### src/shsf_pkg.sv
/*
 * Shared constants and types for the sync header stream framer: register map,
 * field positions, reset values, sync header modes and parity polynomials.
 * Assumes a 32-bit APB register bus with byte addresses and one word per register.
 */
package shsf_pkg;

	// Block and multiblock geometry
	localparam int SHSF_BLK_PER_MB = 32;
	localparam int SHSF_BLK_BITS = 64;
	localparam int SHSF_BLK_IDX_W = 5;
	localparam logic [4:0] SHSF_LAST_BLK = 5'h1f;

	// Register byte offsets
	localparam logic [7:0] SHSF_ADDR_CTRL = 8'h00;
	localparam logic [7:0] SHSF_ADDR_STATUS = 8'h04;
	localparam logic [7:0] SHSF_ADDR_PARITY = 8'h08;

	// Control field positions
	localparam int SHSF_CTRL_MODE_LSB = 0;
	localparam int SHSF_CTRL_EN_BIT = 4;
	localparam int SHSF_CTRL_EMB_LSB = 8;

	// Status field positions
	localparam int SHSF_STAT_BLK_LSB = 0;
	localparam int SHSF_STAT_MB_LSB = 8;
	localparam int SHSF_STAT_SEEN_BIT = 16;

	// Sync header mode select codes
	localparam logic [1:0] SHSF_MODE_CRC = 2'h0;
	localparam logic [1:0] SHSF_MODE_FEC = 2'h2;

	// Parity polynomials without the leading term; the CRC-12 code 0x987 keeps the
	// x^12 term as its top bit and leaves the +1 implied, so its taps are 0x30F
	localparam logic [25:0] SHSF_CRC_POLY = 26'h000_030F;
	localparam logic [25:0] SHSF_FEC_POLY = 26'h022_0211;
	localparam logic [25:0] SHSF_PAR_ZERO = 26'h000_0000;

	// Sync header stream positions
	localparam int SHSF_EMB_END_BIT = 22;

	// Control register contents
	typedef struct packed {
		logic [7:0] emb_len_m1;
		logic enable;
		logic [1:0] mode;
	} shsf_ctrl_s;

	// After reset: CRC-12 mode, disabled, one multiblock per extended multiblock
	localparam shsf_ctrl_s SHSF_CTRL_RST = '{emb_len_m1: 8'h00, enable: 1'b0, mode: 2'h0};

endpackage : shsf_pkg

### src/shsf_framer.sv
/*
 * Transmit sync header stream framer for a 64b/66b serial lane: counts blocks into
 * multiblocks and extended multiblocks, prepends sync headers carrying the stream
 * bits, and computes the CRC-12 or FEC parity of each multiblock.
 * Assumes scrambled 64-bit blocks arrive one per clock when valid, SYSREF is
 * synchronous to CORE_CLK, and an APB master reaches the registers.
 * A mode change acts at once, so the multiblock that straddles it carries mixed
 * parity; software should change mode only while blocks are held off.
 * Software picks E so that each extended multiblock holds whole frames; the
 * block does not check frame size.
 */
// Added by the designer: the register offsets and register access over APB.
// Operation
// - A multiblock is exactly 32 consecutive 66-bit blocks.
// - E consecutive multiblocks form one extended multiblock holding whole frames.
// - E is 1 when one multiblock already holds whole frames.
// - SYSREF resets the extended multiblock clock to a fixed phase.
// - Extended multiblock clock has one period per 66*32*E line bits.
// - Every sync header is 01 or 10, its bits always differ.
// - Header 01 sends stream bit 1, header 10 sends bit 0.
// - Stream bits of a multiblock's 32 headers form a 32-bit word in order.
// - Only CRC-12 and FEC stream forms exist; CRC-3 and command channel do not.
// - Every stream ends 00001; in CRC mode nowhere else.
// - Stream bit 22 is 1 only in the last multiblock of an extended one.
// - CRC parity of one multiblock travels in the next multiblock's stream.
// - Earliest CRC detection of a first-bit error is 46 blocks.
// - Mode select value 0 picks CRC-12 mode.
// - CRC bits 0-2,4-6,8-10,12-14 carry parity 11..0; bits 3,7,11,15,19,21,23,31 are 1.
// - CRC command bits are 0, bit 22 is the end flag, bits 27-30 are 0.
// - Parity covers 2048 scrambled payload bits with polynomial 0x987.
// - Parity stages clear before each multiblock; word taken after 2048 bits.
// - Mode select value 2 picks FEC mode.
// - Payload is scrambled before the header is prepended at bits 0 and 1.
`timescale 1ns/1ps

module shsf_framer
	import shsf_pkg::*;
(
	input wire logic CORE_CLK,
	input wire logic RST,
	input wire logic PSEL,
	input wire logic PENABLE,
	input wire logic PWRITE,
	input wire logic [7:0] PADDR,
	input wire logic [31:0] PWDATA,
	output logic [31:0] PRDATA,
	output logic PREADY,
	output logic PSLVERR,
	input wire logic SYSREF,
	input wire logic BLK_VALID,
	input wire logic [63:0] BLK_DATA,
	output logic TX_VALID,
	output logic [65:0] TX_BLOCK,
	output logic TX_EMB_START,
	output logic TX_MB_END
);

	// One parity step over a 64-bit block, first line bit is data bit 63
	function automatic logic [25:0] shsf_par_step(input logic [25:0] st, input logic [63:0] d, input logic fec);
		logic [25:0] s;
		logic fb;
		s = st;
		for (int i = SHSF_BLK_BITS - 1; i >= 0; i--) begin
			fb = d[i] ^ (fec ? s[25] : s[11]);
			s = {s[24:0], 1'b0} ^ (fb ? (fec ? SHSF_FEC_POLY : SHSF_CRC_POLY) : SHSF_PAR_ZERO);
			if (!fec) begin
				s[25:12] = 14'h0000;
			end
		end
		return s;
	endfunction : shsf_par_step

	// Build the 32-bit sync header stream for one multiblock
	function automatic logic [31:0] shsf_stream_word(input logic fec, input logic [25:0] p, input logic emb_end);
		logic [31:0] w;
		w = 32'h0000_0000;
		if (fec) begin
			for (int i = 0; i < 22; i++) begin
				w[i] = p[25 - i];
			end
			w[23] = p[3];
			w[24] = p[2];
			w[25] = p[1];
			w[26] = p[0];
		end else begin
			for (int g = 0; g < 4; g++) begin
				w[4 * g] = p[11 - 3 * g];
				w[4 * g + 1] = p[10 - 3 * g];
				w[4 * g + 2] = p[9 - 3 * g];
				w[4 * g + 3] = 1'b1;
			end
			w[19] = 1'b1;
			w[21] = 1'b1;
			w[23] = 1'b1; // Command bits 16-18, 20, 24-26 stay 0
		end
		w[SHSF_EMB_END_BIT] = emb_end;
		w[31] = 1'b1; // Bits 27-30 stay 0 ahead of the final 1
		return w;
	endfunction : shsf_stream_word

	shsf_ctrl_s ctrl_r;
	logic [31:0] prdata_r;
	logic sysref_d_r;
	logic seen_r;
	logic [4:0] blk_r;
	logic [7:0] mb_r;
	logic [25:0] par_r;
	logic [25:0] hold_r;
	logic tx_valid_r;
	logic [65:0] tx_block_r;
	logic emb_start_r;
	logic mb_end_r;

	// APB decode
	wire logic setup_phase = PSEL && !PENABLE;
	wire logic access_phase = PSEL && PENABLE;
	wire logic hit_ctrl = (PADDR == SHSF_ADDR_CTRL);
	wire logic hit_status = (PADDR == SHSF_ADDR_STATUS);
	wire logic hit_parity = (PADDR == SHSF_ADDR_PARITY);
	wire logic addr_ok = hit_ctrl || hit_status || hit_parity;
	wire logic wr_ctrl = access_phase && PWRITE && hit_ctrl;
	wire logic [1:0] wr_mode = PWDATA[SHSF_CTRL_MODE_LSB +: 2];
	wire logic mode_ok = (wr_mode == SHSF_MODE_CRC) || (wr_mode == SHSF_MODE_FEC);
	wire logic [31:0] ctrl_word = {16'h0000, ctrl_r.emb_len_m1, 3'h0, ctrl_r.enable, 2'h0, ctrl_r.mode};
	wire logic [31:0] stat_word = {15'h0000, seen_r, mb_r, 3'h0, blk_r};
	wire logic [31:0] rd_mux = hit_ctrl ? ctrl_word : hit_status ? stat_word :
		hit_parity ? {6'h00, hold_r} : 32'h0000_0000;

	// Next control value; unsupported mode codes leave the mode unchanged
	wire logic [1:0] mode_nxt = mode_ok ? wr_mode : ctrl_r.mode;
	wire shsf_ctrl_s ctrl_nxt = '{emb_len_m1: PWDATA[SHSF_CTRL_EMB_LSB +: 8],
		enable: PWDATA[SHSF_CTRL_EN_BIT], mode: mode_nxt};

	// Block position, restarted by a SYSREF rising edge
	wire logic sys_edge = SYSREF && !sysref_d_r;
	wire logic fec_mode = (ctrl_r.mode == SHSF_MODE_FEC);
	wire logic take = BLK_VALID && ctrl_r.enable;
	wire logic [4:0] cur_blk = sys_edge ? 5'h00 : blk_r;
	wire logic [7:0] cur_mb = sys_edge ? 8'h00 : mb_r;
	wire logic last_blk = (cur_blk == SHSF_LAST_BLK);
	wire logic last_mb = (cur_mb == ctrl_r.emb_len_m1);
	wire logic [4:0] blk_nxt = last_blk ? 5'h00 : 5'(cur_blk + 5'h01);
	wire logic [7:0] mb_nxt = !last_blk ? cur_mb : last_mb ? 8'h00 : 8'(cur_mb + 8'h01);

	// Parity accumulator restarts from zero on each multiblock
	wire logic [25:0] par_base = sys_edge ? SHSF_PAR_ZERO : par_r;
	wire logic [25:0] par_step = shsf_par_step(par_base, BLK_DATA, fec_mode);

	// Stream bit of the current block and its sync header
	wire logic [31:0] stream_word = shsf_stream_word(fec_mode, hold_r, last_mb);
	wire logic stream_bit = stream_word[cur_blk];
	wire logic [1:0] sync_hdr = {~stream_bit, stream_bit};

	// APB handshake: zero wait states, error on unmapped addresses
	assign PREADY = 1'b1;
	assign PSLVERR = access_phase && !addr_ok;
	assign PRDATA = prdata_r;
	assign TX_VALID = tx_valid_r;
	assign TX_BLOCK = tx_block_r;
	assign TX_EMB_START = emb_start_r;
	assign TX_MB_END = mb_end_r;

	// Control register, E resets to one multiblock
	always_ff @(posedge CORE_CLK) begin
		if (RST) begin
			ctrl_r <= SHSF_CTRL_RST;
		end else if (wr_ctrl) begin
			ctrl_r <= ctrl_nxt;
		end
	end

	// Read data captured in the setup phase
	always_ff @(posedge CORE_CLK) begin
		if (RST) begin
			prdata_r <= 32'h0000_0000;
		end else if (setup_phase) begin
			prdata_r <= rd_mux;
		end
	end

	// SYSREF edge detector and seen flag
	always_ff @(posedge CORE_CLK) begin
		if (RST) begin
			sysref_d_r <= 1'b0;
			seen_r <= 1'b0;
		end else begin
			sysref_d_r <= SYSREF;
			seen_r <= seen_r || sys_edge;
		end
	end

	// Block and multiblock counters
	always_ff @(posedge CORE_CLK) begin
		if (RST) begin
			blk_r <= 5'h00;
			mb_r <= 8'h00;
		end else if (take) begin
			blk_r <= blk_nxt;
			mb_r <= mb_nxt;
		end else begin
			blk_r <= cur_blk;
			mb_r <= cur_mb;
		end
	end

	// Parity accumulation and hand-off to the holding register
	always_ff @(posedge CORE_CLK) begin
		if (RST) begin
			par_r <= SHSF_PAR_ZERO;
			hold_r <= SHSF_PAR_ZERO;
		end else if (take && last_blk) begin
			par_r <= SHSF_PAR_ZERO;
			hold_r <= par_step;
		end else if (take) begin
			par_r <= par_step;
		end else begin
			par_r <= par_base;
		end
	end

	// Output block: header prepended to the already scrambled payload
	always_ff @(posedge CORE_CLK) begin
		if (RST) begin
			tx_valid_r <= 1'b0;
			tx_block_r <= 66'h0_0000_0000_0000_0000;
			emb_start_r <= 1'b0;
			mb_end_r <= 1'b0;
		end else begin
			tx_valid_r <= take;
			if (take) begin
				tx_block_r <= {sync_hdr, BLK_DATA};
			end
			emb_start_r <= take && (cur_blk == 5'h00) && (cur_mb == 8'h00);
			mb_end_r <= take && last_blk;
		end
	end

	// Sync header bits always differ
	AST_HDR_DIFFERS: assert property (@(posedge CORE_CLK) disable iff (RST)
		TX_VALID |-> (TX_BLOCK[65] != TX_BLOCK[64]))
		else $error("sync header bits equal");

	// Block counter steps by one per accepted block and wraps at 31
	AST_BLK_STEP: assert property (@(posedge CORE_CLK) disable iff (RST)
		(take && !sys_edge) |=> (blk_r == (($past(blk_r) == SHSF_LAST_BLK) ? 5'h00 : 5'($past(blk_r) + 5'h01))))
		else $error("block counter did not advance correctly");

	// Blocks 27 to 30 send stream bit 0, block 31 sends 1
	AST_PILOT: assert property (@(posedge CORE_CLK) disable iff (RST)
		take && (cur_blk >= 5'd27) |=> (TX_BLOCK[64] == ($past(cur_blk) == SHSF_LAST_BLK)))
		else $error("end of multiblock pilot wrong");

	// End flag at bit 22 tracks the last multiblock of the extended multiblock
	AST_EXTENDED_MULTIBLOCK_END_FLAG: assert property (@(posedge CORE_CLK) disable iff (RST)
		take && (cur_blk == 5'd22) |=> (TX_BLOCK[64] == $past(last_mb)))
		else $error("extended multiblock end flag wrong");

	// A SYSREF edge makes the block in that cycle the first of an extended multiblock
	AST_SYSREF_PHASE: assert property (@(posedge CORE_CLK) disable iff (RST)
		(sys_edge && take) |=> TX_EMB_START)
		else $error("SYSREF did not realign the extended multiblock clock");

	// In CRC mode the fixed-one positions below 31 send 1
	AST_CRC_ONES: assert property (@(posedge CORE_CLK) disable iff (RST)
		take && !fec_mode && (((cur_blk[1:0] == 2'b11) && (cur_blk < 5'd24)) || (cur_blk == 5'd21))
		|=> TX_BLOCK[64])
		else $error("fixed one missing in CRC stream");

	// In CRC mode command bits and bits 27-30 send 0
	AST_CRC_ZEROS: assert property (@(posedge CORE_CLK) disable iff (RST)
		take && !fec_mode && ((cur_blk >= 5'd16 && cur_blk <= 5'd18) || cur_blk == 5'd20 ||
		(cur_blk >= 5'd24 && cur_blk <= 5'd30)) |=> !TX_BLOCK[64])
		else $error("command or reserved bit not zero");

	// Holding register changes only at a multiblock end
	AST_HOLD_STABLE: assert property (@(posedge CORE_CLK) disable iff (RST)
		!(take && last_blk) |=> $stable(hold_r))
		else $error("parity hold changed inside a multiblock");

	// Accumulator is zero at the start of each multiblock
	AST_PAR_CLEAR: assert property (@(posedge CORE_CLK) disable iff (RST)
		(take && last_blk) |=> (par_r == SHSF_PAR_ZERO))
		else $error("parity stages not cleared");

	// Unsupported mode codes are not stored
	AST_MODE_ONLY: assert property (@(posedge CORE_CLK) disable iff (RST)
		wr_ctrl && !mode_ok |=> (ctrl_r.mode == $past(ctrl_r.mode)))
		else $error("unsupported sync header mode accepted");

	// Parity bit 11 appears on the header of block 0 in CRC mode
	AST_CRC_MAP: assert property (@(posedge CORE_CLK) disable iff (RST)
		take && !fec_mode && (cur_blk == 5'd0) |=> (TX_BLOCK[64] == $past(hold_r[11])))
		else $error("parity bit 11 not at stream bit 0");

	// Unmapped addresses answer with an error and read back zero
	AST_UNMAPPED: assert property (@(posedge CORE_CLK) disable iff (RST)
		access_phase && !addr_ok |-> PSLVERR && (PRDATA == 32'h0000_0000))
		else $error("unmapped address without error or with data");

	// FEC stream opens with the top parity bit
	AST_FEC_MAP: assert property (@(posedge CORE_CLK) disable iff (RST)
		take && fec_mode && (cur_blk == 5'h00) |=> (TX_BLOCK[64] == $past(hold_r[25])))
		else $error("FEC parity bit 25 not at stream bit 0");

	// FEC parity bit 0 rides on block 26
	AST_FEC_LOW: assert property (@(posedge CORE_CLK) disable iff (RST)
		take && fec_mode && (cur_blk == 5'd26) |=> (TX_BLOCK[64] == $past(hold_r[0])))
		else $error("FEC parity bit 0 not at stream bit 26");

	// CRC parity bit 0 rides on block 14
	AST_CRC_LOW: assert property (@(posedge CORE_CLK) disable iff (RST)
		take && !fec_mode && (cur_blk == 5'd14) |=> (TX_BLOCK[64] == $past(hold_r[0])))
		else $error("CRC parity bit 0 not at stream bit 14");

	// Multiblock end marker goes with block 31 only
	AST_MB_END: assert property (@(posedge CORE_CLK) disable iff (RST)
		take |=> (TX_MB_END == ($past(cur_blk) == SHSF_LAST_BLK)))
		else $error("multiblock end marker misplaced");

	// An output block follows each accepted block, and only then
	AST_TX_VALID: assert property (@(posedge CORE_CLK) disable iff (RST)
		1'b1 |=> (TX_VALID == $past(take)))
		else $error("output valid does not follow accepted block");

	// Payload passes unchanged behind the header
	AST_PAYLOAD: assert property (@(posedge CORE_CLK) disable iff (RST)
		take |=> (TX_BLOCK[63:0] == $past(BLK_DATA)))
		else $error("payload altered");

	// Output block holds between accepted blocks
	AST_BLOCK_HOLD: assert property (@(posedge CORE_CLK) disable iff (RST)
		!take |=> $stable(TX_BLOCK))
		else $error("output block changed without a new block");

	// Last block of the last multiblock wraps both counters
	AST_EMB_WRAP: assert property (@(posedge CORE_CLK) disable iff (RST)
		take && last_blk && last_mb |=> (blk_r == 5'h00) && (mb_r == 8'h00))
		else $error("extended multiblock did not wrap");

	// Other multiblock ends advance the multiblock counter
	AST_MB_ADVANCE: assert property (@(posedge CORE_CLK) disable iff (RST)
		take && last_blk && !last_mb |=> (mb_r == 8'($past(cur_mb) + 8'h01)))
		else $error("multiblock counter did not advance");

	// Counters wait while no block is accepted and no SYSREF edge arrives
	AST_COUNT_IDLE: assert property (@(posedge CORE_CLK) disable iff (RST)
		!take && !sys_edge |=> ($stable(blk_r) && $stable(mb_r)))
		else $error("counters moved without a block");

	// A SYSREF edge without a block still restarts position and parity
	AST_SYSREF_CLEAR: assert property (@(posedge CORE_CLK) disable iff (RST)
		sys_edge && !take |=> (blk_r == 5'h00) && (mb_r == 8'h00) && (par_r == SHSF_PAR_ZERO))
		else $error("idle SYSREF did not restart the counters");

	// CRC mode keeps the upper parity stages empty
	AST_CRC_NARROW: assert property (@(posedge CORE_CLK) disable iff (RST)
		take && !fec_mode |=> (par_r[25:12] == 14'h0000))
		else $error("CRC parity wider than 12 bits");

	// SYSREF seen flag sets on the edge
	AST_SEEN_SET: assert property (@(posedge CORE_CLK) disable iff (RST)
		sys_edge |=> seen_r)
		else $error("SYSREF seen flag not set");

	// Supported mode codes are stored as written
	AST_MODE_STORE: assert property (@(posedge CORE_CLK) disable iff (RST)
		wr_ctrl && mode_ok |=> (ctrl_r.mode == $past(wr_mode)))
		else $error("supported mode not stored");

endmodule : shsf_framer

### config.mk
export PLATFORM = sky130hd
export DESIGN_NAME = shsf_framer
export DESIGN_NICKNAME = d
export VERILOG_FILES = /design/src/shsf_pkg.sv /design/src/shsf_framer.sv
export SDC_FILE = /design/constraint.sdc
export NUM_CORES = 1
export LEC_CHECK = 0
export BUFFER_PORTS_ARGS = -buffer_cell sky130_fd_sc_hd__buf_4
export CAP_MARGIN = 20
export CORE_MARGIN = 2
export CORE_UTILIZATION = 30
export DETAILED_ROUTE_END_ITERATION = 16
export PLACE_DENSITY = 0.57
export SETUP_SLACK_MARGIN = 0.3
export SLEW_MARGIN = 10
export SYNTH_ARGS = -nofsm -noshare
export SYNTH_HDL_FRONTEND = slang
export SYNTH_SLANG_ARGS = --single-unit
### constraint.sdc
create_clock -name CORE_CLK -period 25.1 [get_ports CORE_CLK]
set_clock_uncertainty 0.1 [all_clocks]
set_input_delay 5.02 -clock CORE_CLK [delete_from_list [all_inputs] [get_ports CORE_CLK]]
set_output_delay 5.02 -clock CORE_CLK [all_outputs]
set_load 0.01 [all_outputs]
==> metrics.txt <==
# TYPE chip_impl_metric gauge
chip_impl_info{name="outcome",value="completed"} 1
chip_impl_metric{name="detail-route-antenna-nets",unit=""} 0
chip_impl_info{name="worst_setup_path_start_kind",value="input port"} 1
chip_impl_metric{name="yosys_register_bits",unit=""} 173
chip_impl_info{name="synth.most_common_cell",value="sky130_fd_sc_hd__xnor2_1"} 1
chip_impl_metric{name="post_cts_resize_count",unit=""} 0
chip_impl_metric{name="setup.reg_to_reg.worst_slack",unit="ns"} 7.91
chip_impl_metric{name="synth_edf_count",unit=""} 0
chip_impl_metric{name="grt_max_degree",unit=""} 143
chip_impl_metric{name="drv_cap",unit=""} 0
chip_impl_metric{name="worstHoldPathCells",unit=""} 2
chip_impl_metric{name="io-pin-count",unit=""} 214
chip_impl_info{name="crit-reg2reg-launch",value="ctrl_r[0]"} 1
chip_impl_metric{name="post-synth-top-area-fraction",unit=""} 0.199
chip_impl_metric{name="synthesis.area",unit="µm²"} 18600
chip_impl_info{name="clock_tree_from_tritoncts",value="done"} 1
chip_impl_metric{name="gr-usage-all-layers",unit=""} 0.175
chip_impl_metric{name="avgSynthCellArea",unit="µm²"} 8.61
chip_impl_metric{name="grt_antenna_before_repair",unit=""} 1
chip_impl_metric{name="grt_first_pass_wirelength",unit="µm"} 86700
chip_impl_metric{name="synth_to_layout_area_growth",unit="%"} 13.5
chip_impl_metric{name="dp_hpwl",unit="µm"} 42800
chip_impl_metric{name="fp.coreArea",unit="µm²"} 61500
chip_impl_metric{name="htree_num_levels",unit=""} 4
chip_impl_info{name="synth_top_flop_cell",value="sky130_fd_sc_hd__dfxtp_1"} 1
chip_impl_metric{name="fmaxAchievable",unit="MHz"} 46.9
chip_impl_metric{name="max_slew_violation_total_from_the_final_report",unit=""} 0
chip_impl_metric{name="cts.clk_slew.worst_paths",unit="ns"} 0.09
chip_impl_metric{name="cts_post_setup_buffers_inserted",unit=""} 0
chip_impl_metric{name="post_route_cells_drive_above_1_share",unit=""} 0.151
chip_impl_info{name="cts-root-buf",value="sky130_fd_sc_hd__clkbuf_16"} 1
chip_impl_info{name="grt_most_used_layer",value="met2"} 1
chip_impl_metric{name="routed-via-count",unit=""} 15200
chip_impl_metric{name="globalRouteMet1Util",unit=""} 0.229
chip_impl_metric{name="drt-total-wl",unit="µm"} 56400
chip_impl_metric{name="cts_max_path_buffers",unit=""} 2
chip_impl_info{name="synth.top_cells.by_area",value="sky130_fd_sc_hd__xnor2_1 (20%), sky130_fd_sc_hd__dfxtp_1 (19%), sky130_fd_sc_hd__xnor3_1 (9.8%), sky130_fd_sc_hd__xor2_1 (6.7%), sky130_fd_sc_hd__nand2_1 (5.6%)"} 1
chip_impl_metric{name="setup-violations-final",unit=""} 0
chip_impl_metric{name="worst-endpoint-arrival",unit="ns"} 21.61
chip_impl_metric{name="rr_worst_depth",unit=""} 50
chip_impl_metric{name="drt_pre_antenna_iters",unit=""} 5
chip_impl_info{name="cell_repeated_most_along_the_worst_path",value="sky130_fd_sc_hd__xnor2_1"} 1
chip_impl_metric{name="die_x",unit="µm"} 253
chip_impl_metric{name="tightest_slew",unit="ns"} 1.05
chip_impl_metric{name="timing.final.crit_share",unit=""} 0.850
chip_impl_info{name="criticalPathCategory",value="in -> reg"} 1
chip_impl_metric{name="yosysUniqueCellTypes",unit=""} 98
chip_impl_metric{name="die_height",unit="µm"} 253
chip_impl_metric{name="cts.hold.buffers_added",unit=""} 0
chip_impl_info{name="worst_hold_startpoint",value="TX_BLOCK[50]"} 1
chip_impl_metric{name="fp-row-count",unit=""} 91
chip_impl_metric{name="final_hold_violation_count",unit=""} 0
chip_impl_metric{name="drt_drc_violations_left",unit=""} 0
chip_impl_metric{name="worstPathRequired",unit="ns"} 25.38
chip_impl_metric{name="grt-ovfl-total",unit=""} 0
chip_impl_metric{name="vias_per_cell",unit=""} 5.02
chip_impl_metric{name="finalNetCount",unit=""} 2338
chip_impl_metric{name="setup-tns-final",unit="ns"} 0
chip_impl_metric{name="sequential_cell_area_fraction_in_the_yosys_report",unit=""} 0.186
chip_impl_info{name="post-synth-top-area-cell",value="sky130_fd_sc_hd__xnor2_1"} 1
chip_impl_metric{name="drt_first_iter_violations",unit=""} 1044
chip_impl_metric{name="synth_cells",unit=""} 2161
chip_impl_metric{name="globalRouteMet2Util",unit=""} 0.297
chip_impl_metric{name="cpPeakStageDelay",unit="ns"} 0.84
chip_impl_info{name="worst_hold_path_type",value="reg -> reg"} 1
chip_impl_metric{name="grt_pass1_vias",unit=""} 14700
chip_impl_metric{name="finalWeightedCongestion",unit=""} 0.865
chip_impl_metric{name="die_area",unit="µm²"} 64000
chip_impl_metric{name="initial_core_util",unit=""} 0.303
chip_impl_metric{name="path_max_fanout",unit=""} 39
chip_impl_metric{name="postSynth.asyncResetShare",unit=""} 0
chip_impl_metric{name="min_cycle_time_layout",unit="ns"} 21.34
chip_impl_info{name="synth.top_cells.by_count",value="sky130_fd_sc_hd__xnor2_1 (423), sky130_fd_sc_hd__nand2_1 (278), sky130_fd_sc_hd__nor2_1 (188)"} 1
chip_impl_info{name="capturing_point_of_the_worst_reg2reg_path",value="par_r[2]"} 1
chip_impl_info{name="kind_of_end_point_of_the_critical_path",value="flop"} 1
chip_impl_metric{name="groute.layer.met3.usage",unit=""} 0.0242
chip_impl_metric{name="drt-wirelength-per-cell",unit="µm"} 18.6
chip_impl_metric{name="buffer_ports.inserted",unit=""} 185
chip_impl_info{name="grt_setup_unrepaired",value="no"} 1
chip_impl_metric{name="yosysWarningCount",unit=""} 0
chip_impl_metric{name="clkSinkCount",unit=""} 173
chip_impl_info{name="cp_slowest_cell",value="sky130_fd_sc_hd__xor2_1"} 1
chip_impl_metric{name="insertion_delay",unit="ns"} 0.50
chip_impl_metric{name="cts-buffers-inserted",unit=""} 17
chip_impl_info{name="worst_hold_path.endpoint",value="TX_BLOCK[50]"} 1
chip_impl_metric{name="slew_headroom",unit=""} 0.298
## worst max path at each step
stage	from	endpoint	slack, ns	cells after the start
finish	SYSREF	par_r[2]	3.76	51
global route	SYSREF	par_r[2]	2.75	51
global placement	SYSREF	par_r[2]	3.81	51
CTS	SYSREF	par_r[2]	3.85	51
floorplan	BLK_DATA[63]	par_r[2]	6.39	50
detailed placement	SYSREF	par_r[2]	3.30	51
## per-layer routing
layer | vias up | part of all wire
met5 | - | 0
met4 | 0 | 0.020
met3 | 66 | 0.043
met2 | 418 | 0.48
met1 | 7306 | 0.46
li1 | 7391 | -
## cells in the final DEF (no fill, tap or decap), drive strengths merged, types with 5 or more instances in the layout
cell	count
nand4	10
nand2b	13
mux2	9
nor2	190
xor2	156
a211oi	14
a22o	10
xnor3	83
and2	12
a31oi	16
mux2i	68
nor3	41
nor4	7
or2	6
a21o	6
or3	9
a21oi	158
xor3	21
clkinv	8
o21ai	68
ha	5
o211a	5
o211ai	10
clkbuf	17
xnor2	448
nand3	31
conb	7
and3	14
o2111ai	5
nor2b	8
buf	199
nand2	280
mux4	5
dfxtp	173
a22oi	35
o21a	8
inv	25
## state kept, by name (all words and copies together) (netlist names)
signal and count:
TX_VALID 1, TX_BLOCK 66, blk_r 5, seen_r 1, TX_MB_END 1, par_r 26, hold_r 26, ctrl_r 11
PRDATA 26, TX_EMB_START 1, sysref_d_r 1, mb_r 8
## kinds of logic after synthesis
group | synth area share
muxes | 0.0522
buffers and inverters | 0.0402
adders and majority gates | 0.00336
other | 0.000404
DFF | 0.186
xor gates and xnor gates | 0.432
and+or+nand+nor | 0.153
AOI/OAI and AO/OA | 0.132
## metrics by stage
step	setup slack (ns)	std cells	utilization	hold slack, ns	instance area [µm²]
global route	2.75	3026	0.344	0.378	21100
finish	3.76	3026	0.344	0.356	21100
CTS	3.85	3023	0.343	0.357	21100
floorplan	6.39	2166	-	0.341	18600
global placement	3.81	2991	0.333	0.344	20500
detailed placement	3.30	2991	0.333	0.347	20500
## worst max-delay path, delay by kind of cell
family                 cells  cell delay (ns)
XOR/XNOR                  22             8.94
AO/OA/AOI/OAI             13             3.18
AND/OR/NAND/NOR            9             2.50
multiplexers               4             1.14
buffers and inverters      3             0.81
## cell type report
cell class	instances	area, µm²
Fill cell	6356	40400
Multi-Input combinational cell	1813	14400
Sequential cell	173	3460
Timing Repair Buffer	199	1510
Tap cell	790	988
Clock buffer	17	425
Clock inverter	15	225
Inverter	18	67.6
Antenna cell	1	2.50
Power is not shown: default switching activity piles up to over one toggle a cycle in this logic, so the estimate is an artifact.
